==> config.mk <==
export PLATFORM = sky130hd
export DESIGN_NAME = ccmp_protect_fsm
export DESIGN_NICKNAME = d
export VERILOG_FILES = /design/src/core/ccmp_pkg.sv /design/src/core/ccmp_protect_fsm.sv
export SDC_FILE = /design/constraint.sdc
export NUM_CORES = 1
export LEC_CHECK = 0
export BUFFER_PORTS_ARGS = -buffer_cell sky130_fd_sc_hd__buf_2
export CAP_MARGIN = 20
export CORE_ASPECT_RATIO = 1.4
export CORE_MARGIN = 5
export CORE_UTILIZATION = 30
export CTS_CLUSTER_DIAMETER = 40
export CTS_CLUSTER_SIZE = 30
export DETAILED_ROUTE_END_ITERATION = 8
export PLACE_DENSITY = 0.49
export SLEW_MARGIN = 20
export SYNTH_ARGS = -nofsm -noshare
export SYNTH_HDL_FRONTEND = slang
export SYNTH_SLANG_ARGS = --single-unit
==> constraint.sdc <==
create_clock -name clock -period 6.7 [get_ports clock]
set_input_delay 0.67 -clock clock [delete_from_list [all_inputs] [get_ports clock]]
set_output_delay 0.67 -clock clock [all_outputs]
set_load 0.005 [all_outputs]
==> src/core/ccmp_pkg.sv <==
/*
  Constants and carrier types of the connector moisture protection controller.
  Assumes a 20 MHz clock and comparator levels that arrive from the analog front end asynchronously.
*/
// Functional notes
// under lockout: shutdown, clamps on, rest off
// supply lockout releases the moisture flag
// leaving lockout enters active, switches closed
// vbus loss delay then wait state by sys compare
// wait_sink: switches open, probe source on
// wait_sink exits to source, active or moisture
// both lines above high: dry, flag released
// wait_source: switches open, pull-down on
// wait_source exits to sink or active
// moisture state pulls flag low, switches open
// detection enters active, probes off, switches closed
// switches open 2.5 s after vbus loss
// protect enable low: stay active, switches closed
// probe or pull-down mirrors controller after delay
// source detect: debounce, close, late pull-down release
// drop below high: probe, then sink debounce
// still above low: extend, pull-down, dead battery
// rise above high while probing: water, flag
// sea water: probes off, pull-down, switch open
// overvoltage opens the channel switch quickly
// overvoltage recovery after clean debounce period
// flag is open drain, only pulled or released
// low, high and overvoltage comparators are used
// system side compare picks pull-down or probe
// flag held in wait_source and active
// inputs synchronised, delays counted in cycles
// per channel overvoltage overrides every state
package ccmp_pkg;

  localparam int CLK_HZ = 20_000_000;
  localparam int CYC_PER_US = CLK_HZ / 1_000_000;

  localparam int VBUS_LOSS_DELAY_MS = 2500;
  localparam int DETECT_DEBOUNCE_US = 10000;
  localparam int PROBE_WAIT_US = 1000;
  localparam int MIRROR_DELAY_US = 10;
  localparam int RD_RELEASE_US = 1000;
  localparam int OVP_RECOVER_US = 1000;

  localparam int VBUS_LOSS_CYC = VBUS_LOSS_DELAY_MS * (CLK_HZ / 1000);
  localparam int DETECT_DEBOUNCE_CYC = DETECT_DEBOUNCE_US * CYC_PER_US;
  localparam int PROBE_WAIT_CYC = PROBE_WAIT_US * CYC_PER_US;
  localparam int MIRROR_DELAY_CYC = MIRROR_DELAY_US * CYC_PER_US;
  localparam int RD_RELEASE_CYC = RD_RELEASE_US * CYC_PER_US;
  localparam int OVP_RECOVER_CYC = OVP_RECOVER_US * CYC_PER_US;
  // probe needs one cycle to reach the pin and two to pass the synchroniser
  localparam int SETTLE_CYC = 3;

  localparam logic [3:0] CTRL_OFS = 4'h0;
  localparam logic [3:0] STAT_OFS = 4'h4;
  localparam logic CTRL_PROTECT_RESET = 1'b1;
  localparam int CTRL_PROTECT_BIT = 0;
  localparam int STAT_STATE_LSB = 0;
  localparam int STAT_FLAG_BIT = 16;
  localparam int STAT_SWITCH_LSB = 18;
  localparam int STAT_OVP_LSB = 20;
  localparam int STAT_PROTECT_BIT = 24;

  typedef enum logic [10:0] {
    ST_SHUT     = 11'h001,
    ST_ACTIVE   = 11'h002,
    ST_WAIT_SOURCE = 11'h004,
    ST_SRC_DEB  = 11'h008,
    ST_WAIT_SINK = 11'h010,
    ST_PROBE    = 11'h020,
    ST_SNK_DEB  = 11'h040,
    ST_PROBE_EXT = 11'h080,
    ST_PULLDN   = 11'h100,
    ST_MOIST    = 11'h200,
    ST_SPARE    = 11'h400
  } ccmp_state_e;

  typedef struct packed {
    logic supply_ok;
    logic protect_enable;
    logic vbus;
    logic [1:0] sys_side_level_cmp_out;
    logic [1:0] conn_low_cmp_out;
    logic [1:0] conn_high_cmp_out;
    logic [1:0] overvoltage_cmp_out;
  } ccmp_cmp_s;

  typedef struct packed {
    logic [1:0] switch_close;
    logic [1:0] probe_src_en;
    logic [1:0] pulldown_en;
    logic clamp_en;
    logic bias_en;
  } ccmp_drive_s;

  localparam ccmp_drive_s DRIVE_RESET = '{2'h0, 2'h0, 2'h0, 1'b1, 1'b0};

endpackage

==> src/core/ccmp_protect_fsm.sv <==
/*
  Connector moisture and overvoltage protection controller with an Avalon-MM register slave.
  Assumes comparator outputs are asynchronous levels and that the flag pin has an external pull-up.
*/
`timescale 1ns/1ns
module ccmp_protect_fsm #(
  parameter int VBUS_N = ccmp_pkg::VBUS_LOSS_CYC,
  parameter int DEB_N = ccmp_pkg::DETECT_DEBOUNCE_CYC,
  parameter int PROBE_N = ccmp_pkg::PROBE_WAIT_CYC,
  parameter int MIRROR_N = ccmp_pkg::MIRROR_DELAY_CYC,
  parameter int RD_N = ccmp_pkg::RD_RELEASE_CYC,
  parameter int REC_N = ccmp_pkg::OVP_RECOVER_CYC
) (
  input logic clock,
  input logic rst_n,
  input ccmp_pkg::ccmp_cmp_s cmp_in,
  output ccmp_pkg::ccmp_drive_s drive,
  output logic moisture_flag_n_o,
  output logic moisture_flag_n_oe,
  input logic [3:0] avs_address,
  input logic avs_read,
  input logic avs_write,
  input logic [31:0] avs_writedata,
  input logic [3:0] avs_byteenable,
  output logic [31:0] avs_readdata,
  output logic avs_waitrequest
);
  import ccmp_pkg::*;

  if (VBUS_N < 1 || DEB_N < 1 || PROBE_N < 1 || MIRROR_N < 1 || RD_N < 1 || REC_N < 1) begin : g_bad
    $error("ccmp_protect_fsm: every cycle count must be at least one");
  end

  // two-stage synchroniser, stage one read only by stage two
  ccmp_cmp_s s_q1;
  ccmp_cmp_s s;
  always_ff @(posedge clock or negedge rst_n) begin
    if (!rst_n) begin
      s_q1 <= '0;
      s <= '0;
    end else begin
      s_q1 <= cmp_in;
      s <= s_q1;
    end
  end

  ccmp_state_e st;
  ccmp_state_e next_st;
  logic ctrl_protect;
  logic sys_m;
  logic lo_q;
  logic flag_oe;
  logic next_flag;
  logic [31:0] tmr;
  logic [31:0] vcnt;
  logic [31:0] mcnt;
  logic [31:0] rdh;
  logic [31:0] rcnt [2];
  logic [1:0] ovp_trip;

  // aggregated connector view: both lines above high, any line above low
  wire hi = &s.conn_high_cmp_out;
  wire lo = |s.conn_low_cmp_out;
  wire sys_any = |s.sys_side_level_cmp_out;
  wire pe = s.protect_enable & ctrl_protect;
  wire vbus_lost = !s.vbus && vcnt == 32'(VBUS_N - 1);
  wire deb_done = tmr == 32'(DEB_N - 1);
  wire probe_done = tmr == 32'(PROBE_N - 1);
  // a fresh wait_sink still sees the line as it was before its probe came on
  wire settled = tmr >= 32'(SETTLE_CYC);
  wire tmr_clr = next_st != st || (st == ST_PULLDN && lo != lo_q);

  always_comb begin
    next_st = st;
    if (!s.supply_ok) begin
      next_st = ST_SHUT;
    end else if (!pe) begin
      next_st = ST_ACTIVE;
    end else begin
      unique case (st)
        ST_SHUT: next_st = ST_ACTIVE;
        ST_ACTIVE: begin
          if (vbus_lost) begin
            next_st = sys_m ? ST_WAIT_SINK : ST_WAIT_SOURCE;
          end
        end
        ST_WAIT_SOURCE: begin
          if (sys_m) begin
            next_st = ST_WAIT_SINK;
          end else if (lo) begin
            next_st = ST_SRC_DEB;
          end
        end
        ST_SRC_DEB: begin
          if (!lo) begin
            next_st = ST_WAIT_SOURCE;
          end else if (deb_done) begin
            next_st = ST_ACTIVE;
          end
        end
        ST_WAIT_SINK: begin
          if (!sys_m) begin
            next_st = ST_WAIT_SOURCE;
          end else if (!hi && settled) begin
            next_st = ST_PROBE;
          end
        end
        ST_PROBE: begin
          if (hi) begin
            next_st = ST_MOIST;
          end else if (probe_done) begin
            next_st = lo ? ST_PROBE_EXT : ST_SNK_DEB;
          end
        end
        ST_SNK_DEB: begin
          if (hi) begin
            next_st = ST_MOIST;
          end else if (lo) begin
            next_st = ST_WAIT_SINK;
          end else if (deb_done) begin
            next_st = ST_ACTIVE;
          end
        end
        ST_PROBE_EXT: begin
          if (hi) begin
            next_st = ST_MOIST;
          end else if (deb_done) begin
            next_st = ST_PULLDN;
          end
        end
        ST_PULLDN: begin
          // timer restarts on every low-compare change, so either verdict is debounced
          if (deb_done) begin
            next_st = lo ? ST_MOIST : ST_ACTIVE;
          end
        end
        ST_MOIST: next_st = sys_m ? ST_WAIT_SINK : ST_WAIT_SOURCE;
        default: next_st = ST_SHUT;
      endcase
    end
  end

  // flag changes only in shutdown, moisture or dry detection
  always_comb begin
    next_flag = flag_oe;
    if (!s.supply_ok || st == ST_SHUT) begin
      next_flag = 1'b0;
    end else if (st == ST_MOIST) begin
      next_flag = 1'b1;
    end else if (st == ST_WAIT_SINK && hi && settled) begin
      next_flag = 1'b0;
    end
  end

  // drive decode from the current state
  wire in_probe = st == ST_WAIT_SINK || st == ST_PROBE || st == ST_SNK_DEB || st == ST_PROBE_EXT || st == ST_MOIST;
  wire in_pull = st == ST_WAIT_SOURCE || st == ST_SRC_DEB || st == ST_PULLDN || (st == ST_ACTIVE && rdh != 32'h0);
  wire sw_want = st == ST_ACTIVE;
  wire [1:0] sw_ok = ~(s.overvoltage_cmp_out | ovp_trip);
  ccmp_drive_s next_drive;
  assign next_drive.switch_close = sw_want ? sw_ok : 2'h0;
  assign next_drive.probe_src_en = in_probe ? 2'h3 : 2'h0;
  assign next_drive.pulldown_en = in_pull ? 2'h3 : 2'h0;
  assign next_drive.clamp_en = st == ST_SHUT;
  assign next_drive.bias_en = st != ST_SHUT;

  always_ff @(posedge clock or negedge rst_n) begin
    if (!rst_n) begin
      st <= ST_SHUT;
      drive <= DRIVE_RESET;
      flag_oe <= 1'b0;
      moisture_flag_n_oe <= 1'b0;
      moisture_flag_n_o <= 1'b0;
      lo_q <= 1'b0;
    end else begin
      st <= next_st;
      drive <= next_drive;
      flag_oe <= next_flag;
      moisture_flag_n_oe <= next_flag;
      moisture_flag_n_o <= 1'b0;
      lo_q <= lo;
    end
  end

  // state timer and vbus absence counter
  always_ff @(posedge clock or negedge rst_n) begin
    if (!rst_n) begin
      tmr <= 32'h0;
      vcnt <= 32'h0;
    end else begin
      tmr <= tmr_clr ? 32'h0 : tmr + 32'h1;
      vcnt <= (st == ST_ACTIVE && pe && !s.vbus) ? vcnt + 32'h1 : 32'h0;
    end
  end

  // mirror of the controller termination, delayed to ride out its own switching
  always_ff @(posedge clock or negedge rst_n) begin
    if (!rst_n) begin
      sys_m <= 1'b0;
      mcnt <= 32'h0;
    end else if (sys_any == sys_m) begin
      mcnt <= 32'h0;
    end else if (mcnt == 32'(MIRROR_N - 1)) begin
      sys_m <= sys_any;
      mcnt <= 32'h0;
    end else begin
      mcnt <= mcnt + 32'h1;
    end
  end

  // pull-down kept after a source closes the switch, so it never sees an open line
  always_ff @(posedge clock or negedge rst_n) begin
    if (!rst_n) begin
      rdh <= 32'h0;
    end else if (st == ST_SRC_DEB && next_st == ST_ACTIVE) begin
      rdh <= 32'(RD_N);
    end else if (rdh != 32'h0) begin
      rdh <= rdh - 32'h1;
    end
  end

  // per-channel trip; the synchroniser adds two cycles to the opening time
  always_ff @(posedge clock or negedge rst_n) begin
    if (!rst_n) begin
      ovp_trip <= 2'h0;
      rcnt[0] <= 32'h0;
      rcnt[1] <= 32'h0;
    end else begin
      for (int i = 0; i < 2; i++) begin
        if (s.overvoltage_cmp_out[i]) begin
          ovp_trip[i] <= 1'b1;
          rcnt[i] <= 32'h0;
        end else if (ovp_trip[i] && rcnt[i] == 32'(REC_N - 1)) begin
          ovp_trip[i] <= 1'b0;
          rcnt[i] <= 32'h0;
        end else if (ovp_trip[i]) begin
          rcnt[i] <= rcnt[i] + 32'h1;
        end
      end
    end
  end

  // Avalon slave: every access waits exactly one cycle
  wire req = avs_read | avs_write;
  wire commit_wr = avs_write && !avs_waitrequest;
  wire ctrl_hit = avs_address == CTRL_OFS;
  wire stat_hit = avs_address == STAT_OFS;
  logic [31:0] stat_word;
  logic [31:0] rd_mux;
  always_comb begin
    stat_word = 32'h0;
    stat_word[STAT_STATE_LSB +: 11] = st;
    stat_word[STAT_FLAG_BIT] = flag_oe;
    stat_word[STAT_SWITCH_LSB +: 2] = drive.switch_close;
    stat_word[STAT_OVP_LSB +: 2] = ovp_trip;
    stat_word[STAT_PROTECT_BIT] = pe;
    rd_mux = 32'h0;
    if (ctrl_hit) begin
      rd_mux[CTRL_PROTECT_BIT] = ctrl_protect;
    end else if (stat_hit) begin
      rd_mux = stat_word;
    end
  end

  always_ff @(posedge clock or negedge rst_n) begin
    if (!rst_n) begin
      avs_waitrequest <= 1'b1;
      avs_readdata <= 32'h0;
      ctrl_protect <= CTRL_PROTECT_RESET;
    end else begin
      avs_waitrequest <= !(req && avs_waitrequest);
      if (avs_read && avs_waitrequest) begin
        avs_readdata <= rd_mux;
      end
      if (commit_wr && ctrl_hit && avs_byteenable[0]) begin
        ctrl_protect <= avs_writedata[CTRL_PROTECT_BIT];
      end
    end
  end
endmodule

==> key figures <==
Run status
  – Status: finished clean

Cells and area
  – Final nets: about 1.4k
  – Area delta synth->final: 15.9%
  – # diodes: 0
  – Design area: approximately 0.015 mm2
  – Layout cells sized above 1: around an eighth
  – Finished Core Util: about a third

Logic synthesis
  – YS warnings: 0
  – Yosys top cell area share: between 40 and 50%
  – Top post-synthesis cells by count: 251 x dfrtp_1, 174 x nor2_1, 97 x nand2_1
  – Avg Inst Size Synth: between 9 and 10 um2
  – Synth async-reset ratio: 100%
  – Main flop type after synthesis: dfrtp_1
  – Synth area leaders: dfrtp_1 49%, xor2_1 5.9%, nor2_1 5.1%
  – Post-Syn Area: between 0.01 and 0.015 mm2
  – Register bit total from synthesis: ~260
  – Post-synth cell types: 72
  – Sequential share of the synthesized area: between 40 and 50%
  – Syn Inst Count: 1,323
  – Count leader, synth: dfrtp_1
  – Cell accounting for the most synthesized area: dfrtp_1
  – Post-synth EDFFs: 0

Setup path
  – CP Launch Type: register
  – Setup crit end: rdh[12]
  – Crit. End Element: register
  – Crit-path max FO: 32
  – Worst EP required: about 7.1 ns
  – Setup CP Type: register to register
  – FF-to-FF path depth: 7
  – Reg-to-reg setup timing slack: 3.29 ns
  – CP Launch Point: st[7]
  – Reg-to-Reg End: rdh[12]
  – WP data arrival: 3.81 ns
  – R2r startpoint: st[7]

Routing
  – Drc violations: 0
  – Vias: roughly 9.8k
  – Antenna Nets Post-Route: 0
  – DRT iter0 DRCs: between 500 and 600
  – DR WL/cell: 15.5 um
  – Drt total wl: ~30,000 um
  – DRT Pass-1 Iters: 5
  – Vias/cell: between 5 and 6

Floorplan
  – Die area: 0.0470 mm2
  – Die height: ~250 um
  – I/O pin total: 98
  – Core area: about 0.042 mm2
  – Starting Density: between 30 and 40%
  – Die Width: between 150 and 200 um
  – Std-Cell Rows: 89

Global routing
  – First-pass GRT wire length: 49,700 um
  – Total GRT Usage: approximately an eighth
  – GRT overflow: 0
  – Antenna violations before repair: 1
  – Largest net degree at the start of global routing: between 150 and 200
  – Vias in the first global route: approximately 9.6k

STA
  – Final Hold Viols: 0
  – Endpoints failing setup: 0
  – Final Cycle Share: roughly half
  – Slew at the pin closest to its max-slew limit: a little over 1 ns
  – Maximum clock rate: just under 0.3 GHz
  – Period minus WS final: approximately 3.4 ns
  – RSZ-0062 raised after global routing: false
  – Slew headroom: a little under a third
  – Setup TNS: 0 ns
  – Final critical-path setup slack: 3.29 ns
  – Max-slew violations: 0
  – Clock skew: roughly 0.012 ns

Clock network
  – Bufs on Longest Clock Path: 3
  – Total CTS buffers: 39
  – Clock root buffer: clkbuf_16
  – CTS tree: done
  – Clock Sinks: approximately 260
  – Worst skew pair latency: between 0.5 and 0.6 ns
  – Post CTS Setup Buffer Count: 0
  – CTS HTree Levels: 2
  – Post-CTS Resized: 0
  – Hold_buf cts: 0
  – Clock slew at reported path FFs: around 0.060 ns

Placed design
  – Worst Setup Slack post-DPL: a little under 3 ns
  – GP Congestion: around 0.84
  – Cell Area, Placed: around 0.014 mm2
  – I/O Buffers: 47
  – Detail Placement HPWL: about 20,000 um

Power
  – Leakage: 6.38 nW
  – Max IR drop VDD: roughly 0.12 mV
  – Tot Pwr: 0.00379 W
  – PwrDens: 255 mW/mm2

Run
  – Max Cap Viol: 0

Hold path
  – Hold Path Class: input pin to asynchronous set/reset pin
state kept, by name (all words and copies together) (netlist names):
name,count
avs_readdata,17
avs_waitrequest,1
ctrl_protect,1
drive,6
flag_oe,1
lo_q,1
mcnt,32
ovp_trip,2
rcnt,64
rdh,32
s,11
s_q1,11
st,11
sys_m,1
tmr,32
vcnt,32
routing by layer:
metal  up-vias  GRT usage (%)  wire length [um]
li1       4798              -                 -
met1      4773           16.0             13100
met2       182           22.0             14900
met3        56           2.14              1240
met4         0           4.95               873
met5         -              0                 0
area by class of cell:
| type | count | area, um2 |
|---|---|---|
| Timing Repair Buffer | 57 | 333 |
| Sequential cell | 255 | 6390 |
| Clock buffer | 43 | 1010 |
| Tap cell | 546 | 683 |
| Multi-Input combinational cell | 993 | 6030 |
| Clock inverter | 29 | 324 |
| Fill cell | 4298 | 27400 |
| Inverter | 22 | 82.6 |
cell usage in the layout (no fill, tap or decap), drive strengths merged, types with 14 or more instances in the layout:
cell type	count
and4	14
xnor2	56
inv	33
xor2	86
or3	24
nand4	46
nand2b	14
nor4	48
a22o	19
clkbuf	43
and3	36
a21oi	36
buf	57
nor3	58
o31ai	17
conb	17
dfrtp	251
nand2	100
nand3	59
o21ai	66
nor2	174
worst max-delay path: stages, from the launching register on:
cell and delay, ns:
dfrtp_1 0.53, nor4_1 0.65, nand4_1 0.53, a21oi_1 0.53, a211oi_1 0.12, o21ai_0 0.21, and2b_2 0.58, nor2_1 0.11
worst min-delay path by stage:
| stage | slack [ns] | depth (start not counted) | endpoint | startpoint |
|---|---|---|---|---|
| after floorplan | 0.33 | 0 | s[0] | s_q1[0] |
| after global placement | 0.34 | 0 | s[9] | s_q1[9] |
| after detailed placement | 0.34 | 0 | s[9] | s_q1[9] |
| final | 0.16 | 1 | mcnt[28] | rst_n |
| after global routing | 0.21 | 1 | s_q1[8] | cmp_in[8] |
| after CTS | 0.20 | 1 | mcnt[28] | rst_n |
per-stage QoR:
step,hold slack [ns],instances
2_1_floorplan,0.331,1339
3_3_place_gp,0.337,1873
3_5_place_dp,0.339,1873
4_1_cts,0.200,1945
5_1_grt,0.213,1945
6_report,0.162,1945
logic make-up (layout without fill, tap and decap cells):
| kind of cell | after synthesis | in the layout | share of synthesized area (%) |
|---|---|---|---|
| muxes | 6 | 6 | 0.498 |
| buffers and inverters | 91 | 151 | 3.69 |
| DFF | 255 | 255 | 49.8 |
| adders and majority gates | 6 | 6 | 0.586 |
| other | 1 | 17 | 0.0293 |
| xor gates and xnor gates | 142 | 142 | 9.71 |
| and+or+nand+nor | 642 | 642 | 26.8 |
| AOI/OAI and AO/OA | 180 | 180 | 8.88 |
power by group:
group	switching (W)	total, W	internal [W]
Clock	0.000794	0.00207	0.00127
Combinational	0.0000904	0.000130	0.0000392
Sequential	0.0000280	0.00160	0.00157
Total	0.000913	0.00379	0.00288
Power figures use the tool's default switching activity.
